==> src/alu_pkg.sv <==
// Constants, opcodes and carrier types shared by the arithmetic/logic datapath
package alu_pkg;
  // Datapath and register-bank shape
  localparam int DATA_W = 8;
  localparam int NUM_REGS = 32;
  localparam int REG_IDX_W = 5;
  localparam int BUS_ADDR_W = 6;
  localparam int WORD_IMM_W = 6;

  // Register-port map: working registers at 0x00..0x1F, status at 0x20
  localparam logic [5:0] STATUS_ADDR = 6'h20;
  localparam logic [4:0] PRODUCT_LO_IDX = 5'h00;

  // Status register bit positions
  localparam int C_BIT = 0;
  localparam int Z_BIT = 1;
  localparam int N_BIT = 2;
  localparam int V_BIT = 3;
  localparam int S_BIT = 4;
  localparam int H_BIT = 5;

  // Flag update masks, one bit per status position
  localparam logic [7:0] MASK_NONE = 8'h00;
  localparam logic [7:0] MASK_ZCNVH = 8'h2f;
  localparam logic [7:0] MASK_ZCNV = 8'h0f;
  localparam logic [7:0] MASK_ZCNVS = 8'h1f;
  localparam logic [7:0] MASK_ZNV = 8'h0e;
  localparam logic [7:0] MASK_ZC = 8'h03;

  // Reset values and fixed byte constants
  localparam logic [7:0] STATUS_RESET = 8'h00;
  localparam logic [7:0] REG_RESET = 8'h00;
  localparam logic [7:0] ALL_ONES = 8'hff;
  localparam logic [7:0] ALL_ZERO = 8'h00;
  localparam logic [7:0] MIN_NEG = 8'h80;
  localparam logic [7:0] MAX_POS = 8'h7f;

  // Execution lengths in clocks
  localparam int CYCLES_SINGLE = 1;
  localparam int CYCLES_DOUBLE = 2;

  // Operations accepted from the decoder
  typedef enum logic [4:0] {
    add_registers = 5'h00, add_with_carry = 5'h01, add_immediate_word = 5'h02,
    subtract_registers = 5'h03, subtract_immediate = 5'h04, subtract_with_carry = 5'h05,
    subtract_immediate_with_carry = 5'h06, subtract_immediate_word = 5'h07,
    and_registers = 5'h08, and_immediate = 5'h09, or_registers = 5'h0a, or_immediate = 5'h0b,
    exclusive_or_registers = 5'h0c, ones_complement = 5'h0d, twos_complement = 5'h0e,
    set_mask_bits = 5'h0f, clear_mask_bits = 5'h10, increment_register = 5'h11,
    decrement_register = 5'h12, test_zero_minus = 5'h13, clear_register = 5'h14,
    set_register_all_ones = 5'h15, multiply_unsigned = 5'h16, multiply_signed = 5'h17,
    multiply_signed_unsigned = 5'h18, fractional_multiply_unsigned = 5'h19,
    fractional_multiply_signed = 5'h1a, fractional_multiply_mixed = 5'h1b
  } op_t;

  // Execution phase, one-hot
  typedef enum logic [1:0] {
    phase_idle = 2'b01,
    phase_second = 2'b10
  } phase_t;

  // Decoder command
  typedef struct packed {
    logic valid;
    op_t op;
    logic [4:0] rd;
    logic [4:0] rr;
    logic [7:0] imm;
  } cmd_t;

  // Register-port request
  typedef struct packed {
    logic wr;
    logic rd;
    logic [5:0] addr;
    logic [7:0] wdata;
  } bus_req_t;
endpackage

==> src/cpu_arith_logic_unit.sv <==
// Arithmetic, logic and multiply datapath with its working-register bank and status flags
`timescale 1ns/1ps

module cpu_arith_logic_unit #(
  parameter int DATA_W = alu_pkg::DATA_W,
  parameter int NUM_REGS = alu_pkg::NUM_REGS
) (
  input wire logic i_clk,
  input wire logic i_rst_n,
  input wire logic i_ce,
  input wire alu_pkg::cmd_t i_cmd,
  input wire alu_pkg::bus_req_t i_bus,
  output logic [7:0] o_rdata,
  output logic [7:0] o_status,
  output logic o_busy,
  output logic o_done
);

  // The datapath is written for the documented byte width and bank size only
  if (DATA_W != alu_pkg::DATA_W || NUM_REGS != alu_pkg::NUM_REGS) begin : g_check
    $error("cpu_arith_logic_unit supports only an 8-bit datapath with 32 registers");
  end

  logic [7:0] regs [alu_pkg::NUM_REGS];
  alu_pkg::phase_t phase;
  logic [15:0] pend_res;
  logic [7:0] pend_status;
  logic [4:0] pend_base;

  // Command acceptance; commands offered during the second phase are ignored
  wire accept = i_ce && i_cmd.valid && (phase == alu_pkg::phase_idle);
  wire is_word = (i_cmd.op == alu_pkg::add_immediate_word)
              || (i_cmd.op == alu_pkg::subtract_immediate_word);
  wire is_mult = (i_cmd.op >= alu_pkg::multiply_unsigned);
  wire is_double = is_word || is_mult;
  wire accept_single = accept && !is_double;
  wire accept_double = accept && is_double;
  wire finish_double = i_ce && (phase == alu_pkg::phase_second);

  // Operand selection; word ops use an even-aligned pair, low bit of rd ignored
  wire uses_imm = (i_cmd.op == alu_pkg::subtract_immediate)
               || (i_cmd.op == alu_pkg::subtract_immediate_with_carry)
               || (i_cmd.op == alu_pkg::and_immediate) || (i_cmd.op == alu_pkg::or_immediate)
               || (i_cmd.op == alu_pkg::set_mask_bits) || (i_cmd.op == alu_pkg::clear_mask_bits);
  wire [4:0] pair_lo = {i_cmd.rd[4:1], 1'b0};
  wire [4:0] pair_hi = {i_cmd.rd[4:1], 1'b1};
  wire [7:0] opa = is_word ? regs[pair_lo] : regs[i_cmd.rd];
  wire [7:0] opb = uses_imm ? i_cmd.imm : regs[i_cmd.rr];
  wire [7:0] word_hi = regs[pair_hi];
  wire carry_in = o_status[alu_pkg::C_BIT];
  wire use_carry = (i_cmd.op == alu_pkg::add_with_carry)
                || (i_cmd.op == alu_pkg::subtract_with_carry)
                || (i_cmd.op == alu_pkg::subtract_immediate_with_carry);
  wire cin = use_carry && carry_in;

  // Shared byte adder and subtractor; bit 8 is carry or borrow
  wire [8:0] sum9 = {1'b0, opa} + {1'b0, opb} + {8'h00, cin};
  wire [8:0] dif9 = {1'b0, opa} - {1'b0, opb} - {8'h00, cin};
  wire add_h = (opa[3] & opb[3]) | (opb[3] & ~sum9[3]) | (~sum9[3] & opa[3]);
  wire add_v = (opa[7] & opb[7] & ~sum9[7]) | (~opa[7] & ~opb[7] & sum9[7]);
  wire sub_h = (~opa[3] & opb[3]) | (opb[3] & dif9[3]) | (dif9[3] & ~opa[3]);
  wire sub_v = (opa[7] & ~opb[7] & ~dif9[7]) | (~opa[7] & opb[7] & dif9[7]);

  // Word arithmetic on the pair with a six-bit constant
  wire [15:0] pair_val = {word_hi, opa};
  wire [15:0] imm16 = {10'h000, i_cmd.imm[alu_pkg::WORD_IMM_W-1:0]};
  wire [15:0] word_sum = pair_val + imm16;
  wire [15:0] word_dif = pair_val - imm16;

  // Multiplier: operands widened per signedness, product kept to 16 bits
  wire sign_a = (i_cmd.op == alu_pkg::multiply_signed)
             || (i_cmd.op == alu_pkg::multiply_signed_unsigned)
             || (i_cmd.op == alu_pkg::fractional_multiply_signed)
             || (i_cmd.op == alu_pkg::fractional_multiply_mixed);
  wire sign_b = (i_cmd.op == alu_pkg::multiply_signed)
             || (i_cmd.op == alu_pkg::fractional_multiply_signed);
  wire signed [8:0] mult_a = {sign_a & opa[7], opa};
  wire signed [8:0] mult_b = {sign_b & opb[7], opb};
  wire signed [17:0] mult_full = mult_a * mult_b;
  wire [15:0] product = mult_full[15:0];
  wire is_frac = (i_cmd.op >= alu_pkg::fractional_multiply_unsigned);
  wire [15:0] product_out = is_frac ? {product[14:0], 1'b0} : product;

  logic [15:0] res;
  logic [7:0] fmask;
  logic cand_c;
  logic cand_v;
  logic cand_h;
  logic wr_byte;

  // Per-operation result and candidate flags; N, Z and S are derived below
  always_comb
  begin
    res = {8'h00, opa};
    fmask = alu_pkg::MASK_ZNV;
    cand_c = 1'b0;
    cand_v = 1'b0;
    cand_h = 1'b0;
    wr_byte = 1'b1;
    unique case (i_cmd.op)
      alu_pkg::add_registers, alu_pkg::add_with_carry:
      begin
        res = {8'h00, sum9[7:0]};
        fmask = alu_pkg::MASK_ZCNVH;
        cand_c = sum9[8];
        cand_v = add_v;
        cand_h = add_h;
      end
      alu_pkg::subtract_registers, alu_pkg::subtract_immediate,
      alu_pkg::subtract_with_carry, alu_pkg::subtract_immediate_with_carry:
      begin
        res = {8'h00, dif9[7:0]};
        fmask = alu_pkg::MASK_ZCNVH;
        cand_c = dif9[8];
        cand_v = sub_v;
        cand_h = sub_h;
      end
      alu_pkg::add_immediate_word:
      begin
        res = word_sum;
        fmask = alu_pkg::MASK_ZCNVS;
        wr_byte = 1'b0;
        cand_c = ~word_sum[15] & word_hi[7];
        cand_v = ~word_hi[7] & word_sum[15];
      end
      alu_pkg::subtract_immediate_word:
      begin
        res = word_dif;
        fmask = alu_pkg::MASK_ZCNVS;
        wr_byte = 1'b0;
        cand_c = word_dif[15] & ~word_hi[7];
        cand_v = word_hi[7] & ~word_dif[15];
      end
      alu_pkg::and_registers, alu_pkg::and_immediate:
        res = {8'h00, opa & opb};
      alu_pkg::or_registers, alu_pkg::or_immediate, alu_pkg::set_mask_bits:
        res = {8'h00, opa | opb};
      alu_pkg::exclusive_or_registers:
        res = {8'h00, opa ^ opb};
      alu_pkg::clear_mask_bits:
        res = {8'h00, opa & (alu_pkg::ALL_ONES - opb)};
      alu_pkg::test_zero_minus:
        res = {8'h00, opa & opa};
      alu_pkg::clear_register:
        res = {8'h00, opa ^ opa};
      alu_pkg::set_register_all_ones:
      begin
        res = {8'h00, alu_pkg::ALL_ONES};
        fmask = alu_pkg::MASK_NONE;
      end
      alu_pkg::ones_complement:
      begin
        res = {8'h00, alu_pkg::ALL_ONES - opa};
        fmask = alu_pkg::MASK_ZCNV;
        cand_c = 1'b1;
      end
      alu_pkg::twos_complement:
      begin
        res = {8'h00, alu_pkg::ALL_ZERO - opa};
        fmask = alu_pkg::MASK_ZCNVH;
        cand_c = (opa != alu_pkg::ALL_ZERO);
        cand_v = (opa == alu_pkg::MIN_NEG);
        cand_h = res[3] | opa[3];
      end
      alu_pkg::increment_register:
      begin
        res = {8'h00, 8'(opa + 8'h01)};
        cand_v = (opa == alu_pkg::MAX_POS);
      end
      alu_pkg::decrement_register:
      begin
        res = {8'h00, 8'(opa - 8'h01)};
        cand_v = (opa == alu_pkg::MIN_NEG);
      end
      default:
      begin
        // Multiplies: carry is the unshifted product's top bit
        res = product_out;
        fmask = alu_pkg::MASK_ZC;
        wr_byte = 1'b0;
        cand_c = product[15];
      end
    endcase
  end

  // Derived flags; wide results test all 16 bits for zero
  wire res_zero = is_double ? (res == 16'h0000) : (res[7:0] == alu_pkg::ALL_ZERO);
  wire res_neg = is_word ? res[15] : res[7];
  logic [7:0] flag_vals;
  always_comb
  begin
    flag_vals = 8'h00;
    flag_vals[alu_pkg::C_BIT] = cand_c;
    flag_vals[alu_pkg::Z_BIT] = res_zero;
    flag_vals[alu_pkg::N_BIT] = res_neg;
    flag_vals[alu_pkg::V_BIT] = cand_v;
    flag_vals[alu_pkg::S_BIT] = res_neg ^ cand_v;
    flag_vals[alu_pkg::H_BIT] = cand_h;
  end
  wire [7:0] next_status = (o_status & ~fmask) | (flag_vals & fmask);

  // Phase control; two-clock ops hold their result one cycle, then commit the pair
  always_ff @(posedge i_clk or negedge i_rst_n)
  begin
    if (!i_rst_n) begin
      phase <= alu_pkg::phase_idle;
      pend_res <= 16'h0000;
      pend_status <= alu_pkg::STATUS_RESET;
      pend_base <= 5'h00;
      o_busy <= 1'b0;
      o_done <= 1'b0;
    end else if (i_ce) begin
      o_done <= accept_single || finish_double;
      if (accept_double) begin
        phase <= alu_pkg::phase_second;
        pend_res <= res;
        pend_status <= next_status;
        pend_base <= is_word ? pair_lo : alu_pkg::PRODUCT_LO_IDX;
        o_busy <= 1'b1;
      end else if (finish_double) begin
        phase <= alu_pkg::phase_idle;
        o_busy <= 1'b0;
      end
    end
  end

  // Status register; datapath updates win over a port write in the same cycle
  wire bus_wr_status = i_bus.wr && (i_bus.addr == alu_pkg::STATUS_ADDR);
  always_ff @(posedge i_clk or negedge i_rst_n)
  begin
    if (!i_rst_n) begin
      o_status <= alu_pkg::STATUS_RESET;
    end else if (i_ce) begin
      if (finish_double) begin
        o_status <= pend_status;
      end else if (accept_single) begin
        o_status <= next_status;
      end else if (bus_wr_status) begin
        o_status <= i_bus.wdata;
      end
    end
  end

  // Working registers, one flip-flop byte per entry
  for (genvar i = 0; i < alu_pkg::NUM_REGS; i++) begin : g_reg
    wire hit_byte = accept_single && wr_byte && (i_cmd.rd == 5'(i));
    wire hit_lo = finish_double && (pend_base == 5'(i));
    wire hit_hi = finish_double && ((pend_base + 5'h01) == 5'(i));
    wire hit_bus = i_bus.wr && !i_bus.addr[5] && (i_bus.addr[4:0] == 5'(i));
    always_ff @(posedge i_clk or negedge i_rst_n)
    begin
      if (!i_rst_n) begin
        regs[i] <= alu_pkg::REG_RESET;
      end else if (i_ce) begin
        if (hit_lo) begin
          regs[i] <= pend_res[7:0];
        end else if (hit_hi) begin
          regs[i] <= pend_res[15:8];
        end else if (hit_byte) begin
          regs[i] <= res[7:0];
        end else if (hit_bus) begin
          regs[i] <= i_bus.wdata;
        end
      end
    end
  end

  // Port read data: valid only in the cycle after the read strobe, zero elsewhere
  wire [7:0] read_mux = !i_bus.addr[5] ? regs[i_bus.addr[4:0]]
                      : (i_bus.addr == alu_pkg::STATUS_ADDR) ? o_status : 8'h00;
  always_ff @(posedge i_clk or negedge i_rst_n)
  begin
    if (!i_rst_n) begin
      o_rdata <= 8'h00;
    end else if (i_ce) begin
      o_rdata <= i_bus.rd ? read_mux : 8'h00;
    end
  end

  // Checking aid: operands of the op that is in flight
  alu_pkg::op_t last_op;
  logic [4:0] last_rd;
  logic [7:0] last_a;
  logic [7:0] last_b;
  logic [7:0] last_hi;
  logic last_c;
  logic [7:0] last_status;
  always_ff @(posedge i_clk or negedge i_rst_n)
  begin
    if (!i_rst_n) begin
      last_op <= alu_pkg::add_registers;
      last_rd <= 5'h00;
      last_a <= 8'h00;
      last_b <= 8'h00;
      last_hi <= 8'h00;
      last_c <= 1'b0;
      last_status <= 8'h00;
    end else if (accept) begin
      last_op <= i_cmd.op;
      last_rd <= is_word ? pair_lo : i_cmd.rd;
      last_a <= opa;
      last_b <= is_word ? i_cmd.imm : opb;
      last_hi <= word_hi;
      last_c <= carry_in;
      last_status <= o_status;
    end
  end
  wire done_op = o_done;
  wire [15:0] pair_now = {regs[last_rd + 5'h01], regs[last_rd]};
  wire [15:0] prod_now = {regs[1], regs[0]};
endmodule // cpu_arith_logic_unit

==> config.mk <==
export PLATFORM = sky130hd
export DESIGN_NAME = cpu_arith_logic_unit
export DESIGN_NICKNAME = d
export VERILOG_FILES = /design/src/alu_pkg.sv /design/src/cpu_arith_logic_unit.sv
export SDC_FILE = /design/constraint.sdc
export NUM_CORES = 2
export LEC_CHECK = 0
export BUFFER_PORTS_ARGS = -buffer_cell sky130_fd_sc_hd__buf_2
export CAP_MARGIN = 20
export CORE_MARGIN = 2
export CORE_UTILIZATION = 44
export DETAILED_ROUTE_END_ITERATION = 6
export SYNTH_ARGS = -nofsm -noshare
export SYNTH_HDL_FRONTEND = slang
export SYNTH_SLANG_ARGS = --single-unit
==> constraint.sdc <==
create_clock -name i_clk -period 7.15 [get_ports i_clk]
set_input_delay 0.715 -clock i_clk [delete_from_list [all_inputs] [get_ports i_clk]]
set_output_delay 0.715 -clock i_clk [all_outputs]
set_load 0.03 [all_outputs]
Word-level counts from Yosys, hierarchy flattened:

Index checks and enable logic that the tools add are counted.

* $mul: 1
* bitwise gates (word level): 52
* $add $sub $neg: 12
* reductions and logical operators: 240
* equal/unequal tests: 154
* multiplexer cells: 165
* magnitude comparators: 7

Operator list (number)
* 2-to-1 mux 8 bit: 146
* equality test 5 bit (second input constant): 74
* case mux 16 bit (15 select lines): 1
* binary-select mux 8 bit (select 5 bit): 5
* equality test 5 x 4 -> 1 bit (second input constant): 40
* logical AND 1 bit: 137
* nonzero test 4 bit: 32
* equality test 5 x 3 -> 1 bit (second input constant): 20
* AND reduction 2 bit: 35
* equality test 5 x 2 -> 1 bit (second input constant): 10
* bitwise AND 8 bit: 4
* greater-or-equal comparator 6 bit (second input constant): 5
* NOT 5 -> 6 bit: 5
* case mux 6 bit (5 select lines): 1
* equality test 5 x 1 -> 1 bit (second input constant): 5
* zero test 5 bit: 5
* bitwise AND 1 bit: 20
* OR reduction 20 bit: 1
* adder 16 x 6 -> 16 bit: 1
* zero test 16 bit: 1
* multiplier 9 x 9 -> 16 bit: 1
* 2-to-1 mux 16 bit: 1
* bitwise OR 8 bit: 2
* subtractor 16 x 6 -> 16 bit: 1
* 39 further kinds: 78

* register bits: 305
* word-level logic and storage cells: 671
* output and inout port bits: 18
* input port bits: 43

Longest topological paths before layout:

* depth after elaboration: 18
* gate-level depth with buffers: 37
* mapped depth without buffers: 31

Worst setup path before layout:

OpenSTA, ideal clock, no wires.

* path type: input to register
* from: input port i_cmd[8] (netlist name)
* to: register o_status[1]
* slack: -0.953 ns
* buffers on the path: 5
* library setup time: 0.095 ns
* stages: 32
* arrival: 8.007 ns
* data required time: 7.055 ns
* cells stage by stage: buf_4 > buf_6 > buf_6 > buf_6 > buf_6 > mux4_2 > a22oi_1 > o21ai_0 > a211o_1 > a21oi_1 > inv_1 > ha_1 > inv_1 > fa_1 > fa_1 > inv_1 > fa_1 > fa_1 > inv_1 > fa_1 > inv_1 > ha_1 > o2111ai_1 > nand3b_1 > xor2_1 > a221o_1 > a41oi_1 > o21a_1 > o22ai_1 > nor4b_1 > nand4_1 > o31ai_1

* cells in the longest elaborated chain, start to end: 15
* elaborated cells between the ends (all ways): 25
* those cells by class: add/sub: 5; mul: 1; mux: 9; bitwise: 8; reduce/logical: 2

RTL lines
* start: declaration: RTL line cpu_arith_logic_unit.sv:11 `input wire alu_pkg::cmd_t i_cmd,`
* NOT 5 -> 6 bit (not written as such) *: RTL line cpu_arith_logic_unit.sv:48 `wire [7:0] opb = uses_imm ? i_cmd.imm : regs[i_cmd.rr];`
* binary-select mux 8 bit (select 5 bit) *: RTL line cpu_arith_logic_unit.sv:48
* 2-to-1 mux 8 bit (not written as such) * (2 in a row): RTL line cpu_arith_logic_unit.sv:48
* 2-to-1 mux 8 bit *: RTL line cpu_arith_logic_unit.sv:48
* bitwise AND 1 bit: RTL line cpu_arith_logic_unit.sv:78 `wire signed [8:0] mult_b = {sign_b & opb[7], opb};`
* multiplier 9 x 9 -> 16 bit: RTL line cpu_arith_logic_unit.sv:79 `wire signed [17:0] mult_full = mult_a * mult_b;`
* 2-to-1 mux 16 bit: RTL line cpu_arith_logic_unit.sv:82 `wire [15:0] product_out = is_frac ? {product[14:0], 1'b0} : product;`
* case mux 16 bit (15 select lines) *: RTL line cpu_arith_logic_unit.sv:100 `unique case (i_cmd.op)`
* zero test 16 bit: RTL line cpu_arith_logic_unit.sv:187 `wire res_zero = is_double ? (res == 16'h0000) : (res[7:0] == alu_pkg::ALL_ZERO);`
* 2-to-1 mux 1 bit *: RTL line cpu_arith_logic_unit.sv:187
* bitwise AND 6 x 8 -> 8 bit *: RTL line cpu_arith_logic_unit.sv:200 `wire [7:0] next_status = (o_status & ~fmask) | (flag_vals & fmask);`
* bitwise OR 8 bit *: RTL line cpu_arith_logic_unit.sv:200
* 2-to-1 mux 8 bit *: RTL line cpu_arith_logic_unit.sv:236 `end else if (accept_single) begin`
* 2-to-1 mux 8 bit *: RTL line cpu_arith_logic_unit.sv:234 `if (finish_double) begin`
* end signal: assignment: RTL line cpu_arith_logic_unit.sv:235 `o_status <= pend_status;`
* end signal: assignment: RTL line cpu_arith_logic_unit.sv:237 `o_status <= next_status;`
* end signal: assignment: RTL line cpu_arith_logic_unit.sv:239 `o_status <= i_bus.wdata;`
* end: declaration: RTL line cpu_arith_logic_unit.sv:14 `output logic [7:0] o_status,`

Mark *: on every way between the ends. The rest lies on a longest branch, timed or not. The select of a mux whose other input is x is not followed.
A chain may end at the register's enable or synchronous reset.

Worst setup path in the final report:

* from: input port i_cmd[13] (netlist name)
* to: register o_status[1]

* cells in the longest elaborated chain, start to end: 15
* elaborated cells between the ends (all ways): 32
* those cells by class: add/sub: 10; mul: 1; mux: 9; bitwise: 10; reduce/logical: 2

RTL lines
* NOT 5 -> 6 bit (not written as such) *: RTL line cpu_arith_logic_unit.sv:47 `wire [7:0] opa = is_word ? regs[pair_lo] : regs[i_cmd.rd];`
* binary-select mux 8 bit (select 5 bit) *: RTL line cpu_arith_logic_unit.sv:47
* 2-to-1 mux 8 bit (not written as such) * (2 in a row): RTL line cpu_arith_logic_unit.sv:47
* 2-to-1 mux 8 bit *: RTL line cpu_arith_logic_unit.sv:47
* bitwise AND 1 bit: RTL line cpu_arith_logic_unit.sv:77 `wire signed [8:0] mult_a = {sign_a & opa[7], opa};`
* multiplier 9 x 9 -> 16 bit: RTL line cpu_arith_logic_unit.sv:79
* 2-to-1 mux 16 bit: RTL line cpu_arith_logic_unit.sv:82
* case mux 16 bit (15 select lines) *: RTL line cpu_arith_logic_unit.sv:100
* zero test 16 bit: RTL line cpu_arith_logic_unit.sv:187
* 2-to-1 mux 1 bit *: RTL line cpu_arith_logic_unit.sv:187
* bitwise AND 6 x 8 -> 8 bit *: RTL line cpu_arith_logic_unit.sv:200
* bitwise OR 8 bit *: RTL line cpu_arith_logic_unit.sv:200
* 2-to-1 mux 8 bit *: RTL line cpu_arith_logic_unit.sv:236
* 2-to-1 mux 8 bit *: RTL line cpu_arith_logic_unit.sv:234

Marked as above.

==> results.json <==
{
  "initial_core_util_pct": 44.2,
  "io_buffer_count": 60,
  "dr_wl_met2_um": 73800,
  "maximum_number_of_pins_on_one_net_before_global_route_repair": 108,
  "post_cts_hold_fix_bufs": 0,
  "clockRootBuffer": "sky130_fd_sc_hd__clkbuf_16",
  "wl_per_cell_um": 37.5,
  "post-dp-hpwl_um": 144000,
  "postSynthCellCount": 3596,
  "run_status": "finished with violations",
  "synthDominantCellAreaShare_pct": 24.0,
  "route.final.wire_length_um": 189000,
  "timing.critical_path.to_type": "flip-flop",
  "drt_drc_violations_left": 5,
  "report.final.setup_viol": 0,
  "grt_antenna_before_repair": 19,
  "post_route_clock_period_utilization_pct": 99.7,
  "cts_inserted_buffers": 39,
  "yosysWarnings": 0,
  "cts-htree-levels": 2,
  "drt_pass_1_iters": 7,
  "irDropWorstVdd_mv": 0.178,
  "fp.dieArea_mm2": 0.0738,
  "detail-route-antenna-nets": 0,
  "syn_area_mm2": 0.0315,
  "fraction_of_layout_instances_using_a_drive_strength_above_1_pct": 29.4,
  "final_hold_viol_count": 0,
  "top_layer_used": "met5",
  "clock_insertion_delay_worst_skew_ns": 0.60,
  "wire_length_of_the_first_global_routing_pass_um": 263000,
  "worst_setup_path_start_kind": "input port",
  "io_pins": 61,
  "grt_setup_unrepaired": "true",
  "cpPeakStageDelay_ns": 0.59,
  "criticalPathCategory": "input port to flip-flop",
  "finish.instance_area_mm2": 0.0391,
  "wl_met1_um": 70300,
  "track_usage_pct": 50.4,
  "power_leakage_nw": 17.4,
  "ys_seq_elements": 303,
  "finalCoreUtilization_pct": 54.9,
  "synth-main-ff-cell": "sky130_fd_sc_hd__dfrtp_1",
  "final_max_slew_viol_count": 0,
  "num_rows": 98,
  "synth_enable_flop_cells": 0,
  "slew_headroom_pct": 16.1,
  "final_net_count": 4253,
  "final.min_clock_period_ns": 7.13,
  "power.density_cell_area_mw_per_mm2": 179,
  "die_w_um": 272,
  "gp_congestion": 1.09,
  "worst_pin_slew_ns": 1.26,
  "synth_commonest_cells": "sky130_fd_sc_hd__nand2_1, sky130_fd_sc_hd__nor2_1, sky130_fd_sc_hd__dfrtp_1",
  "design.core.area_mm2": 0.0712,
  "worstPathRequired_ns": 7.61,
  "violations": "design-rule violations",
  "post_dp_cell_area_mm2": 0.0369,
  "yosys.cell_types.count": 98,
  "fmaxAchievable_ghz": 0.140,
  "timing.max_cap.violations": 0,
  "first_global_vias": 33100,
  "synthToLayoutAreaGrowth_pct": 24.2,
  "tritoncts": "done",
  "cts.path.max_buffers": 3,
  "synthDominantAreaCellType": "sky130_fd_sc_hd__dfrtp_1",
  "synth_nets": 3798,
  "yosysMostFrequentCell": "sky130_fd_sc_hd__nand2_1",
  "asyncSetResetFlopFracSynth_pct": 100,
  "holdCritPathClass": "input port to asynchronous set/reset pin",
  "vias": 36000,
  "detail_route.iter0.violations": 6053,
  "critPathMaxFanout": 10,
  "wl_met3_um": 28900,
  "grt-ovfl-total": 0,
  "tritoncts_num_sinks": 303,
  "die_y_um": 272,
  "vias_per_cell": 7.13,
  "post_synth.cell_area_avg_um2": 8.76,
  "cell_at_the_slowest_stage_of_the_critical_path": "sky130_fd_sc_hd__fa_1",
  "fin_skew_ns": 0.0540,
  "critical_path_arrival_ns": 7.59,
  "worst_setup_hold_path_clk_slew_ns": 0.06,
  "ys_seq_area_share_pct": 24.1,
  "synth.top_cells.by_area": "sky130_fd_sc_hd__dfrtp_1, sky130_fd_sc_hd__mux4_2, sky130_fd_sc_hd__nand2_1"
}
==> stage by stage <==
step,setup TNS [ns],total power [mW],std cells,hold slack [ns],worst slack [ns]
floorplan,-0.487,3.34,3596,0.419,-0.234
detailed placement,-11.39,4.70,4926,0.469,-0.933
finish,0,7.00,5049,0.184,0.0196
global route,-0.469,7.14,5032,0.229,-0.243
global placement,-12.49,4.71,4923,0.461,-0.873
CTS,0,6.79,5011,0.220,0.00291
==> cells by family after synthesis <==
| group | share of synthesized area [%] |
|---|---|
| simple gates | 16.5 |
| compound gates | 23.1 |
| buf+inv | 6.48 |
| mux | 20.9 |
| flops | 24.1 |
| fa+ha+maj | 8.01 |
| xor+xnor | 0.973 |
==> cell usage in the layout (no fill, tap or decap), drive strengths merged, types with 76 or more instances in the layout <==
cell type  Yosys  layout
o22ai         76      76
mux4         248     248
o21ai        332     332
nand2        572     572
a21oi        162     162
dfrtp        302     302
ha            88      88
nor2         338     338
buf          111     725
inv          150     153
==> final cells by class <==
class / count / area, µm²
flip-flops and latches: 303 / 7590
fillers: 6592 / 32100
diodes: 18 / 45.0
inverters: 152 / 571
repair buffers: 728 / 6030
clock buffers: 55 / 1110
multi-input cells: 2827 / 22400
well taps: 950 / 1190
clock inverters: 16 / 178
==> report_power, final <==
part | switching, mW | internal (mW) | total (mW)
clock | 0.874 | 1.19 | 2.07
combinational | 1.65 | 1.19 | 2.84
sequential | 0.249 | 1.84 | 2.09
==> what timing repair did <==
| item | in CTS | in global routing |
|---|---|---|
| buffers inserted | 11 | 14 |
| hold endpoints to repair | 0 | 0 |
| cloned | 3 | 2 |
| endpoints found under the setup margin | 3 | 4 |
| gates resized for setup | 60 | 57 |
| pin swaps | 16 | 31 |
==> worst max-delay path, delay by kind of cell <==
family                   cells  cell delay, ns
AO/OA/AOI/OAI                5            0.91
XOR/XNOR                     1            0.21
adder cells (fa/ha/maj)      6            2.72
buffers and inverters       11            1.54
multiplexers                 1            0.53
AND/OR/NAND/NOR              6            0.92
==> path summary, 6_finish.rpt <==
| kind | startpoint | endpoint | slack, ns | cells past startpoint |
|---|---|---|---|---|
| max in group asynchronous | i_rst_n | prod_now[7]$_DFFE_PN0P_ | 5.54 | 2 |
| setup reg to reg | regs[61]$_DFFE_PN0P_ | o_status[1]$_DFFE_PN0P_ | 0.05 | 27 |
| hold reg to reg | o_rdata[5]$_DFFE_PN0P_ | o_rdata[5]$_DFFE_PN0P_ | 0.49 | 1 |
| hold / removal | i_rst_n | regs[54]$_DFFE_PN0P_ | 0.18 | 1 |
| setup / recovery | i_cmd[13] | o_status[1]$_DFFE_PN0P_ | 0.02 | 30 |
| min in group i_clk | o_rdata[5]$_DFFE_PN0P_ | o_rdata[5]$_DFFE_PN0P_ | 0.49 | 1 |
==> sequential cells by signal, indices dropped and copies added, names as in the netlist <==
signal and flops:
pend_base 4, prod_now 16, pend_res 16, regs 240
pend_status 8, o_done 1, o_rdata 8, phase 1
o_status 8, o_busy 1
==> metal layers <==
layer,up-vias,track usage (%)
li1,14400,-
met1,17500,65.3
met2,3185,68.7
met3,828,21.5
met4,18,31.7
met5,-,1.60
(Power assumes the default switching activity.)
